### src/verilog/cct_defs.vh
// register map, field layout and reset values of the cascaded timer pair
`ifndef CCT_DEFS_VH
`define CCT_DEFS_VH
// byte offsets; unit 0 is the upper byte, unit 1 the lower byte
`define CCT_OFS_COUNT       6'h00
`define CCT_OFS_CLK_CTRL    6'h08
`define CCT_OFS_CONTROL     6'h10
`define CCT_OFS_OUT_CTRL    6'h18
`define CCT_OFS_CMP_A       6'h20
`define CCT_OFS_CMP_B       6'h28
`define CCT_OFS_KEY         6'h30
`define CCT_OFS_MSTOP       6'h34
`define CCT_OFS_STATUS      6'h38
`define CCT_TIMER_TOP       6'h30
// clock control fields
`define CCT_CSS_HI          4
`define CCT_CSS_LO          3
`define CCT_CKS_HI          2
`define CCT_CKS_LO          0
`define CCT_CSS_STOP        2'h0
`define CCT_CSS_PRESCALE    2'h1
`define CCT_CSS_CASCADE     2'h3
// control fields
`define CCT_COUNTER_CLEAR_SELECT_HI         4
`define CCT_COUNTER_CLEAR_SELECT_LO         3
`define CCT_OVF_IE          5
`define CCT_MA_IE           6
`define CCT_MB_IE           7
`define CCT_COUNTER_CLEAR_SELECT_NONE       2'h0
`define CCT_COUNTER_CLEAR_SELECT_MATCH_A    2'h1
`define CCT_COUNTER_CLEAR_SELECT_MATCH_B    2'h2
// output select values
`define CCT_OSA_LOW         2'h1
`define CCT_OSA_HIGH        2'h2
`define CCT_OSA_TOGGLE      2'h3
// write protect key
`define CCT_KEY_CODE        8'hA5
`define CCT_KEY_MSTOP_BIT   1
// reset values and prescaler width
`define CCT_RST_COUNT       8'h00
`define CCT_RST_CMP         8'hFF
`define CCT_RST_CTRL        8'h00
`define CCT_RST_KEY         16'h0000
`define CCT_PSC_W           13
`endif

### src/verilog/cct_timer_unit.v
// one eight-bit timer unit: clock source select and the count register
`timescale 1ns/10ps
`include "cct_defs.vh"
module cct_timer_unit #(
  parameter PSC_W = `CCT_PSC_W
) (
  input  wire             clk_sys,
  input  wire             nrst,
  input  wire             init,
  input  wire             halt,
  input  wire [1:0]       clock_source_select,
  input  wire [2:0]       clock_prescale_select,
  input  wire [PSC_W-1:0] psc,
  input  wire             cascade_tick,
  input  wire             clear,
  input  wire             load,
  input  wire [7:0]       load_data,
  input  wire [7:0]       compare_value_a,
  input  wire [7:0]       compare_value_b,
  output reg  [7:0]       timer_count_value,
  output wire             tick,
  output wire             overflow,
  output wire             eq_a,
  output wire             eq_b
);
  wire [PSC_W-1:0] mask;
  wire             psc_tick;

  // prescaler taps: setting 0 counts every clock, n divides by 2**n
  assign mask     = ~({PSC_W{1'b1}} << clock_prescale_select);
  assign psc_tick = ((psc & mask) == {PSC_W{1'b0}});

  // source select; zero or an unbuilt source leaves the count frozen
  assign tick = halt ? 1'b0 :
    (clock_source_select == `CCT_CSS_PRESCALE) ? psc_tick :
    (clock_source_select == `CCT_CSS_CASCADE) ? cascade_tick :
    1'b0;

  assign overflow = tick && (timer_count_value == 8'hFF);
  assign eq_a     = (timer_count_value == compare_value_a);
  assign eq_b     = (timer_count_value == compare_value_b);

  // software load beats clear, clear beats counting
  always @(posedge clk_sys) begin
    if (!nrst || init) begin
      timer_count_value <= `CCT_RST_COUNT;
    end else if (load) begin
      timer_count_value <= load_data;
    end else if (clear && !halt) begin
      timer_count_value <= `CCT_RST_COUNT;
    end else if (tick) begin
      timer_count_value <= timer_count_value + 8'h01;
    end
  end
endmodule

### src/verilog/cct_timer_pair.v
// cascaded compare toggle timer pair with its wishbone register slave
//
// The register addresses and register access over Wishbone were decided locally.
`timescale 1ns/10ps
`include "cct_defs.vh"
module cct_timer_pair #(
  parameter PSC_W = `CCT_PSC_W
) (
  input  wire        clk_sys,
  input  wire        nrst,
  input  wire        wb_cyc_i,
  input  wire        wb_stb_i,
  input  wire        wb_we_i,
  input  wire [5:0]  wb_adr_i,
  input  wire [3:0]  wb_sel_i,
  input  wire [31:0] wb_dat_i,
  output reg  [31:0] wb_dat_o,
  output reg         wb_ack_o,
  input  wire        low_power_return,
  output reg  [1:0]  timer_output_pin,
  output wire [1:0]  overflow_irq,
  output wire [1:0]  match_a_irq,
  output wire [1:0]  match_b_irq
);
  reg  [7:0]       timer_clock_control [0:1];
  reg  [7:0]       timer_control       [0:1];
  reg  [7:0]       timer_output_control[0:1];
  reg  [7:0]       compare_value_a     [0:1];
  reg  [7:0]       compare_value_b     [0:1];
  reg  [15:0]      write_protect_key;
  reg              timer_pair_stop_bit;
  reg  [PSC_W-1:0] psc;
  reg  [1:0]       match_a_q;
  reg  [1:0]       match_b_q;
  wire [7:0]       count      [0:1];
  wire [1:0]       tick;
  wire [1:0]       ovf;
  wire [1:0]       eq_a;
  wire [1:0]       eq_b;
  wire [1:0]       match_a;
  wire [1:0]       clear;
  wire [1:0]       load;
  wire [1:0]       ev_a;
  wire [1:0]       ev_b;
  wire             cascade;
  wire             pair_clear;
  wire             req;
  wire             wr;
  wire             unit;
  wire             timer_wr;
  reg  [31:0]      next_dat;
  integer          i;

  // bus request in its first cycle; ack is given one clock later
  assign req      = wb_cyc_i && wb_stb_i && !wb_ack_o;
  assign wr       = req && wb_we_i && wb_sel_i[0];
  assign unit     = wb_adr_i[2];
  // a stopped pair has no clock, so its registers take no writes
  assign timer_wr = wr && (wb_adr_i < `CCT_TIMER_TOP)
                    && !timer_pair_stop_bit;

  // cascade is chosen by the upper unit's source select
  assign cascade = (timer_clock_control[0][`CCT_CSS_HI:`CCT_CSS_LO]
                    == `CCT_CSS_CASCADE);
  assign pair_clear = cascade && match_a[0] &&
    (timer_control[0][`CCT_COUNTER_CLEAR_SELECT_HI:`CCT_COUNTER_CLEAR_SELECT_LO] == `CCT_COUNTER_CLEAR_SELECT_MATCH_A);

  // free-running prescaler shared by both units, stopped with the pair
  always @(posedge clk_sys) begin
    if (!nrst || low_power_return) begin
      psc <= {PSC_W{1'b0}};
    end else if (!timer_pair_stop_bit) begin
      psc <= psc + {{(PSC_W-1){1'b0}}, 1'b1};
    end
  end

  genvar g;
  generate
    for (g = 0; g < 2; g = g + 1) begin : gen_unit
      wire [1:0] counter_clear_select;
      wire [1:0] output_select_a;
      assign counter_clear_select = timer_control[g][`CCT_COUNTER_CLEAR_SELECT_HI:`CCT_COUNTER_CLEAR_SELECT_LO];
      assign output_select_a  = timer_output_control[g][1:0];
      // in cascade both units see the 16-bit match
      assign match_a[g] = cascade ? (eq_a[0] && eq_a[1]) : eq_a[g];
      assign clear[g] = cascade ? pair_clear :
        ((counter_clear_select == `CCT_COUNTER_CLEAR_SELECT_MATCH_A) && match_a[g]) ||
        ((counter_clear_select == `CCT_COUNTER_CLEAR_SELECT_MATCH_B) && eq_b[g]);
      assign load[g] = timer_wr && (unit == (g == 1)) &&
                       (wb_adr_i[5:3] == 3'd0);
      // one event per entry into the match state, not per cycle held
      assign ev_a[g] = match_a[g] && !match_a_q[g];
      assign ev_b[g] = eq_b[g] && !match_b_q[g];
      assign overflow_irq[g] = ovf[g] &&
        timer_control[g][`CCT_OVF_IE];
      assign match_a_irq[g] = ev_a[g] && !timer_pair_stop_bit &&
        timer_control[g][`CCT_MA_IE];
      assign match_b_irq[g] = ev_b[g] && !timer_pair_stop_bit &&
        timer_control[g][`CCT_MB_IE];

      cct_timer_unit #(
        .PSC_W (PSC_W)
      ) u_unit (
        .clk_sys               (clk_sys),
        .nrst                  (nrst),
        .init                  (low_power_return),
        .halt                  (timer_pair_stop_bit),
        .clock_source_select   (timer_clock_control[g]
                                [`CCT_CSS_HI:`CCT_CSS_LO]),
        .clock_prescale_select (timer_clock_control[g]
                                [`CCT_CKS_HI:`CCT_CKS_LO]),
        .psc                   (psc),
        .cascade_tick          ((g == 0) ? ovf[1] : 1'b0),
        .clear                 (clear[g]),
        .load                  (load[g]),
        .load_data             (wb_dat_i[7:0]),
        .compare_value_a       (compare_value_a[g]),
        .compare_value_b       (compare_value_b[g]),
        .timer_count_value     (count[g]),
        .tick                  (tick[g]),
        .overflow              (ovf[g]),
        .eq_a                  (eq_a[g]),
        .eq_b                  (eq_b[g])
      );

      // match history and pin action; pin frozen while stopped
      always @(posedge clk_sys) begin
        if (!nrst || low_power_return) begin
          match_a_q[g]        <= 1'b0;
          match_b_q[g]        <= 1'b0;
          timer_output_pin[g] <= 1'b0;
        end else if (!timer_pair_stop_bit) begin
          match_a_q[g] <= match_a[g];
          match_b_q[g] <= eq_b[g];
          if (ev_a[g]) begin
            case (output_select_a)
              `CCT_OSA_LOW:    timer_output_pin[g] <= 1'b0;
              `CCT_OSA_HIGH:   timer_output_pin[g] <= 1'b1;
              `CCT_OSA_TOGGLE: timer_output_pin[g] <= ~timer_output_pin[g];
              default:         timer_output_pin[g] <= timer_output_pin[g];
            endcase
          end
        end
      end
    end
  endgenerate

  // register writes; low-power return puts the timer registers back
  always @(posedge clk_sys) begin
    if (!nrst || low_power_return) begin
      for (i = 0; i < 2; i = i + 1) begin
        timer_clock_control[i]  <= `CCT_RST_CTRL;
        timer_control[i]        <= `CCT_RST_CTRL;
        timer_output_control[i] <= `CCT_RST_CTRL;
        compare_value_a[i]      <= `CCT_RST_CMP;
        compare_value_b[i]      <= `CCT_RST_CMP;
      end
    end else if (timer_wr) begin
      case (wb_adr_i[5:3])
        3'd1: timer_clock_control[unit]  <= wb_dat_i[7:0];
        3'd2: timer_control[unit]        <= wb_dat_i[7:0];
        3'd3: timer_output_control[unit] <= wb_dat_i[7:0];
        3'd4: compare_value_a[unit]      <= wb_dat_i[7:0];
        3'd5: compare_value_b[unit]      <= wb_dat_i[7:0];
        default: ;
      endcase
    end
  end

  // key and stop bit live outside the pair and survive low-power return
  always @(posedge clk_sys) begin
    if (!nrst) begin
      write_protect_key   <= `CCT_RST_KEY;
      timer_pair_stop_bit <= 1'b1;
    end else if (wr && wb_adr_i == `CCT_OFS_KEY && wb_sel_i[1] &&
                 wb_dat_i[15:8] == `CCT_KEY_CODE) begin
      write_protect_key <= wb_dat_i[15:0];
    end else if (wr && wb_adr_i == `CCT_OFS_MSTOP &&
                 write_protect_key[`CCT_KEY_MSTOP_BIT]) begin
      timer_pair_stop_bit <= wb_dat_i[0];
    end
  end

  // read mux; unmapped addresses read zero and are still acknowledged
  always @* begin
    next_dat = 32'h0000_0000;
    if (wb_adr_i < `CCT_TIMER_TOP) begin
      case (wb_adr_i[5:3])
        3'd0: next_dat[7:0] = count[unit];
        3'd1: next_dat[7:0] = timer_clock_control[unit];
        3'd2: next_dat[7:0] = timer_control[unit];
        3'd3: next_dat[7:0] = timer_output_control[unit];
        3'd4: next_dat[7:0] = compare_value_a[unit];
        3'd5: next_dat[7:0] = compare_value_b[unit];
        default: next_dat = 32'h0000_0000;
      endcase
    end else if (wb_adr_i == `CCT_OFS_KEY) begin
      next_dat[15:0] = write_protect_key;
    end else if (wb_adr_i == `CCT_OFS_MSTOP) begin
      next_dat[0] = timer_pair_stop_bit;
    end else if (wb_adr_i == `CCT_OFS_STATUS) begin
      next_dat[6:0] = {cascade, match_a, timer_pair_stop_bit,
                       timer_output_pin, 1'b0};
    end
  end

  // single-wait-state slave: ack and data one edge after the request
  always @(posedge clk_sys) begin
    if (!nrst) begin
      wb_ack_o <= 1'b0;
      wb_dat_o <= 32'h0000_0000;
    end else begin
      wb_ack_o <= req;
      if (req) begin
        wb_dat_o <= next_dat;
      end
    end
  end
endmodule

### config.mk
export PLATFORM = sky130hd
export DESIGN_NAME = cct_timer_pair
export DESIGN_NICKNAME = d
export VERILOG_FILES = /design/src/verilog/cct_timer_unit.v /design/src/verilog/cct_timer_pair.v
export VERILOG_INCLUDE_DIRS = /design/src /design/src/verilog
export SDC_FILE = /design/constraint.sdc
export NUM_CORES = 1
export LEC_CHECK = 0
export BUFFER_PORTS_ARGS = -buffer_cell sky130_fd_sc_hd__buf_2
export CAP_MARGIN = 20
export CORE_ASPECT_RATIO = 0.5
export CORE_MARGIN = 3
export CORE_UTILIZATION = 52
export DETAILED_ROUTE_END_ITERATION = 16
export PLACE_DENSITY_LB_ADDON = 0.1
export SYNTH_ARGS = -nofsm -noshare
export SYNTH_HDL_FRONTEND = slang
export SYNTH_HIERARCHICAL = 1
export SYNTH_SLANG_ARGS = --single-unit
### constraint.sdc
create_clock -name clk_sys -period 3.3 [get_ports clk_sys]
set_input_delay 0.165 -clock clk_sys [delete_from_list [all_inputs] [get_ports clk_sys]]
set_output_delay 0.165 -clock clk_sys [all_outputs]
set_load 0.01 [all_outputs]
# == Word level (Yosys, flattened, before mapping) ==
# Memories as Yosys holds them, arrays and structs flattened.
# Index checks and enable logic that the tools add are counted.
# totals
output_inout_bits,41
wordCells,192
register_bits,69
inputBits,48
mem_count,5
ram_bits,80
# mem_list
memory,depth,word_bits,rd,rd_ports_with_merged_regs,wr,line,rtl
compare_value_a,2,8,3,0,2,cct_timer_pair.v:28,reg [7:0] compare_value_a [0:1];
compare_value_b,2,8,3,0,2,cct_timer_pair.v:29,reg [7:0] compare_value_b [0:1];
timer_clock_control,2,8,3,0,2,cct_timer_pair.v:25,reg [7:0] timer_clock_control [0:1];
timer_control,2,8,3,0,2,cct_timer_pair.v:26,reg [7:0] timer_control [0:1];
timer_output_control,2,8,3,0,2,cct_timer_pair.v:27,reg [7:0] timer_output_control[0:1];
# classes
n_bitwise,10
n_mux,64
n_shift,2
n_reduce_logical,65
n_eq_ne,28
n_addsub,3
magnitude_cmp,2
# op_table
op,n
2-to-1 mux 8 bit,14
case mux 8 bit (6 select lines),1
2-to-1 mux 1 bit,42
logical AND 1 bit,40
OR reduction 8 bit,5
== test 8 bit,4
AND 13 bit,2
logical NOT 13 bit,2
NOT 13 bit,2
"<< shifter 13 x 3 -> 13 bit, first input constant",2
"== test 8 bit, second input constant",3
"== test 6 bit, second input constant",3
"adder 8 x 1 -> 8 bit, second input constant",2
2-to-1 mux 16 bit,1
"== test 2 bit, second input constant",7
2-to-1 mux 7 bit,2
"adder 13 x 1 -> 13 bit, second input constant",1
"== test 2 x 1 -> 1 bit, second input constant",6
nonzero test 3 bit,4
2-to-1 mux 9 bit,1
logical NOT 1 bit,7
"== test 3 x 2 -> 1 bit, second input constant",2
"== test 3 bit, second input constant",2
"< comparator 6 bit, second input constant",1
10 further kinds,18

# == Longest topological paths before layout ==
# An unclocked memory read counts as a cell.
# logic_depth
ltp_word,14
ltp_mapped,12
mapped_depth_nobuf,11

# == By module ==
# The synthesis kept the hierarchy.
# modules_own_cells
mod,area_per_inst_um2,n_inst,seq_area_each_um2,cells_per_inst
cct_timer_pair,6398.6,1,3463.3,567
cct_timer_unit (gen_unit[1].u_unit),864.6,1,160.2,111
cct_timer_unit (gen_unit[0].u_unit),803.3,1,160.2,107

# == Worst setup path before layout ==
# OpenSTA, ideal clock, no wires.
# synth_path
path_kind,reg2reg
start,register gen_unit[0].u_unit.timer_count_value[2]
end,register gen_unit[0].u_unit.timer_count_value[4]
stages_incl_launch_ff,13
t_arrival_ns,2.340
setup_ns,0.116
setup_slack_ns,0.844
period_less_slack_ns,2.456
path_buffers,1
t_required_ns,3.184
path_cell_list,dfxtp_1 clkbuf_1 xnor2_1 nand4_1 nor2_1 o21a_1 nand3b_1 o21ai_0 nor2b_1 nor2_1 and2_1 a221o_1 o211a_1
# synth_via
elab_chain_cells,9
word_cells_on_any_way,16
cone_classes,add/sub: 1; eq/ne: 2; mux: 5; reduce/logical: 8
# synth_lines
item,line,rtl
from (decl),cct_timer_unit.v:20,"output reg [7:0] timer_count_value,"
from (signal assigned),cct_timer_unit.v:46,timer_count_value <= `CCT_RST_COUNT;
from (signal assigned),cct_timer_unit.v:48,timer_count_value <= load_data;
from (signal assigned),cct_timer_unit.v:50,timer_count_value <= `CCT_RST_COUNT;
== test 8 bit *,cct_timer_unit.v:40,assign eq_a = (timer_count_value == compare_value_a);
via eq_a[0],cct_timer_pair.v:38,wire [1:0] eq_a;
logical AND 1 bit,cct_timer_pair.v:85,assign match_a[g] = cascade ? (eq_a[0] && eq_a[1]) : eq_a[g];
2-to-1 mux 1 bit *,cct_timer_pair.v:85,
logical AND 1 bit (on tied branches),"cct_timer_pair.v:87, cct_timer_pair.v:65",
logical OR 1 bit / logical AND 1 bit (equally long branches),"cct_timer_pair.v:87, cct_timer_pair.v:65",
2-to-1 mux 1 bit *,cct_timer_pair.v:86,assign clear[g] = cascade ? pair_clear :
via clear[0],cct_timer_pair.v:41,wire [1:0] clear;
logical AND 1 bit *,cct_timer_unit.v:49,end else if (clear && !halt) begin
2-to-1 mux 8 bit,cct_timer_unit.v:49,
2-to-1 mux 8 bit,cct_timer_unit.v:47,end else if (load) begin
# Mark *: on every way through the listed nets, which the timed path passes. The rest lies on a longest branch. The select of a mux whose other input is x is not followed.
# A chain may end at the register's enable or synchronous reset.

==> flow_summary.ini <==
[grt]
grt_first_pass_wirelength_um = 34710
grt_util_all_layers_pct = 28.35
grt_max_degree = 29
antenna_found_initial = 0
grt_overflow_total = 0
grt_pass1_vias = 5735

[pwr]
pwr-share-comb_pct = 6.4
clkPwrFrac_pct = 46.0
p_int_w = 0.002964
p_leak_nw = 3.425
peakVddDrop_v = 0.0003693
switching_share_pct = 26.51
powerDensity_nw_per_um2 = 453.8
p_seq_share_pct = 47.7
power_switching_w = 0.001069

[critical_path]
critical_path_required_ns = 3.13
setup.worst_path.start_class = register
critPathKind = reg -> out
slowest_delay_ns = 0.45
cp-end-kind = primary output
worstPathArrival_ns = 2.87
worstPathMaxFanout = 8
crit_slowest_cell = edfxtp_1
path_cells = maj3_2 -> o22ai_2 -> a31oi_4 -> nor4_4 -> nand4b_1 -> buf_4 -> o31ai_4 -> nor3b_4 -> and2_1 -> buf_2

[floorplan]
rows = 30
pin_count = 89
coreArea_um2 = 14080
die_area_um2 = 16590
die_y_um = 92.59
initial_core_util_pct = 55.40
die_x_um = 179.2

[placed_design]
dp_cells = 981
dpl.hpwl_um = 16400
routabilityCongestion = 0.9209
portBuffers = 54
pre_cts_slack_ns = 0.3791

[timing]
fin_crit_sh_pct = 91.86
relSlewSlack_pct = 30.74
timing.fmax_mhz = 329.9
fin_setup_tns_ns = 0
timing.hold.ws_ns = 0.1373
setup_viol = 0
timing_hold_violations_final = 0
timing.final.ws_setup_ns = 0.2687
worstMarginPinSlew_ns = 1.030
rsz0062_at_grt = no
finalCriticalPeriod_ns = 3.031
maxSlewViolCount = 0
fin_skew_ns = 0.01132

[run_status]
status = complete, no violations

[finish]
final_cell_mix = edfxtp_1, dfxtp_1, and2_1, buf_2, mux2i_1
insertedDiodeCount = 0
final_common_cell = edfxtp_1
nNetsFinal = 862
drive_gt1_share_pct = 22.09
areaGrowthSynthToFinish_pct = 13.96
final_cells = 1016
fillCellCount = 1182

[cts]
cts_tree = yes
htreeDepth = 4
cts_sinks = 143
cts_buffer_depth = 2
clockRootBuffer = clkbuf_16
clk_latency_ns = 0.42
ctsHoldBuffers = 0
numCtsBuffers = 17
cts.clk_slew.worst_paths_ns = 0.07

[detailed_routing]
wirelength_um = 23210
drt.antenna.violating_nets = 0
wire_per_inst_um = 22.84
via_count = 6390
drcViolationCount = 0
drtIter0Drc = 662
viasPerCell = 6.289
firstDrtPassIters = 7

[yosys]
synth.avg_cell_area_um2 = 10.34
synth_area_um2 = 7797
synth_warnings = 6
syn_inst = 754

[min_path]
holdCritPathClass = in -> reg

[flow_run]
maxCapViolCount = 0
final timing paths:
path | startpoint | cells past startpoint | slack [ns] | to
hold reg to reg | write_protect_key[9] | 1 | 0.46 | wb_dat_o[9]
hold / removal | wb_adr_i[1] | 4 | 0.14 | wb_dat_o[1]
setup / recovery | timer_clock_control[1][1] | 10 | 0.27 | overflow_irq[0]
setup reg to reg | compare_value_a[0][4] | 10 | 0.42 | gen_unit[1].u_unit/timer_count_value[0]
flip-flops by register name (all words and copies together) (netlist names):
signal	flops
wb_ack_o	1
wb_dat_o	16
compare_value_a	16
compare_value_b	16
match_a_q	2
match_b_q	2
write_protect_key	16
gen_unit.u_unit/timer_count_value	16
timer_output_pin	2
timer_output_control	16
timer_control	16
timer_clock_control	16
psc	7
timer_pair_stop_bit	1
power by group through the flow:
stage / registers (W) / clock network (W) / logic, W
after floorplan: 0.00196 / 0 / 0.000161
after global placement: 0.00196 / 0 / 0.000246
after detailed placement: 0.00196 / 0 / 0.000248
after CTS: 0.00192 / 0.00186 / 0.000249
after global routing: 0.00193 / 0.00194 / 0.000270
final: 0.00192 / 0.00185 / 0.000256
what timing repair did:
item	in CTS	in global routing
endpoints found under the setup margin	1	1
pin swaps	0	1
resized for setup	1	5
buffers inserted	0	3
area by class of cell:
class                      instances  area (um2)  area share, %
multi-input combinational        555        3881          43.68
sequential                       143        3664          41.23
timing repair buffer              85       515.5          5.801
clock buffer                      17       425.4          4.787
tap                              192       240.2          2.703
clock inverter                    15       126.4          1.422
inverter                           9       33.78         0.3802
stage by stage:
| stage | area (um2) | power [W] | util [%] |
|---|---|---|---|
| after global routing | 8886 | 0.004141 | 63.13 |
| after floorplan | 7858 | 0.002119 | - |
| after CTS | 8828 | 0.004033 | 62.72 |
| after global placement | 8272 | 0.002208 | 58.76 |
| after detailed placement | 8272 | 0.002209 | 58.76 |
| final | 8886 | 0.004033 | 63.13 |
worst max-delay path: cells and delay by family, from the launching register on:
| kind | cells | cell delay, ns |
|---|---|---|
| flops | 1 | 0.45 |
| simple gates | 4 | 0.88 |
| fa+ha+maj | 1 | 0.32 |
| compound gates | 3 | 0.48 |
| buf+inv | 2 | 0.31 |
layer usage:
layer | GRT usage (%) | up-vias | wire length [um]
met3 | 9.541 | 39 | 3048
met1 | 42.92 | 3110 | 10390
met5 | 0 | - | 0
met4 | 7.455 | 0 | 465
li1 | - | 2871 | -
met2 | 38.32 | 370 | 9304
No activity file was read; power rests on OpenSTA's default activity.
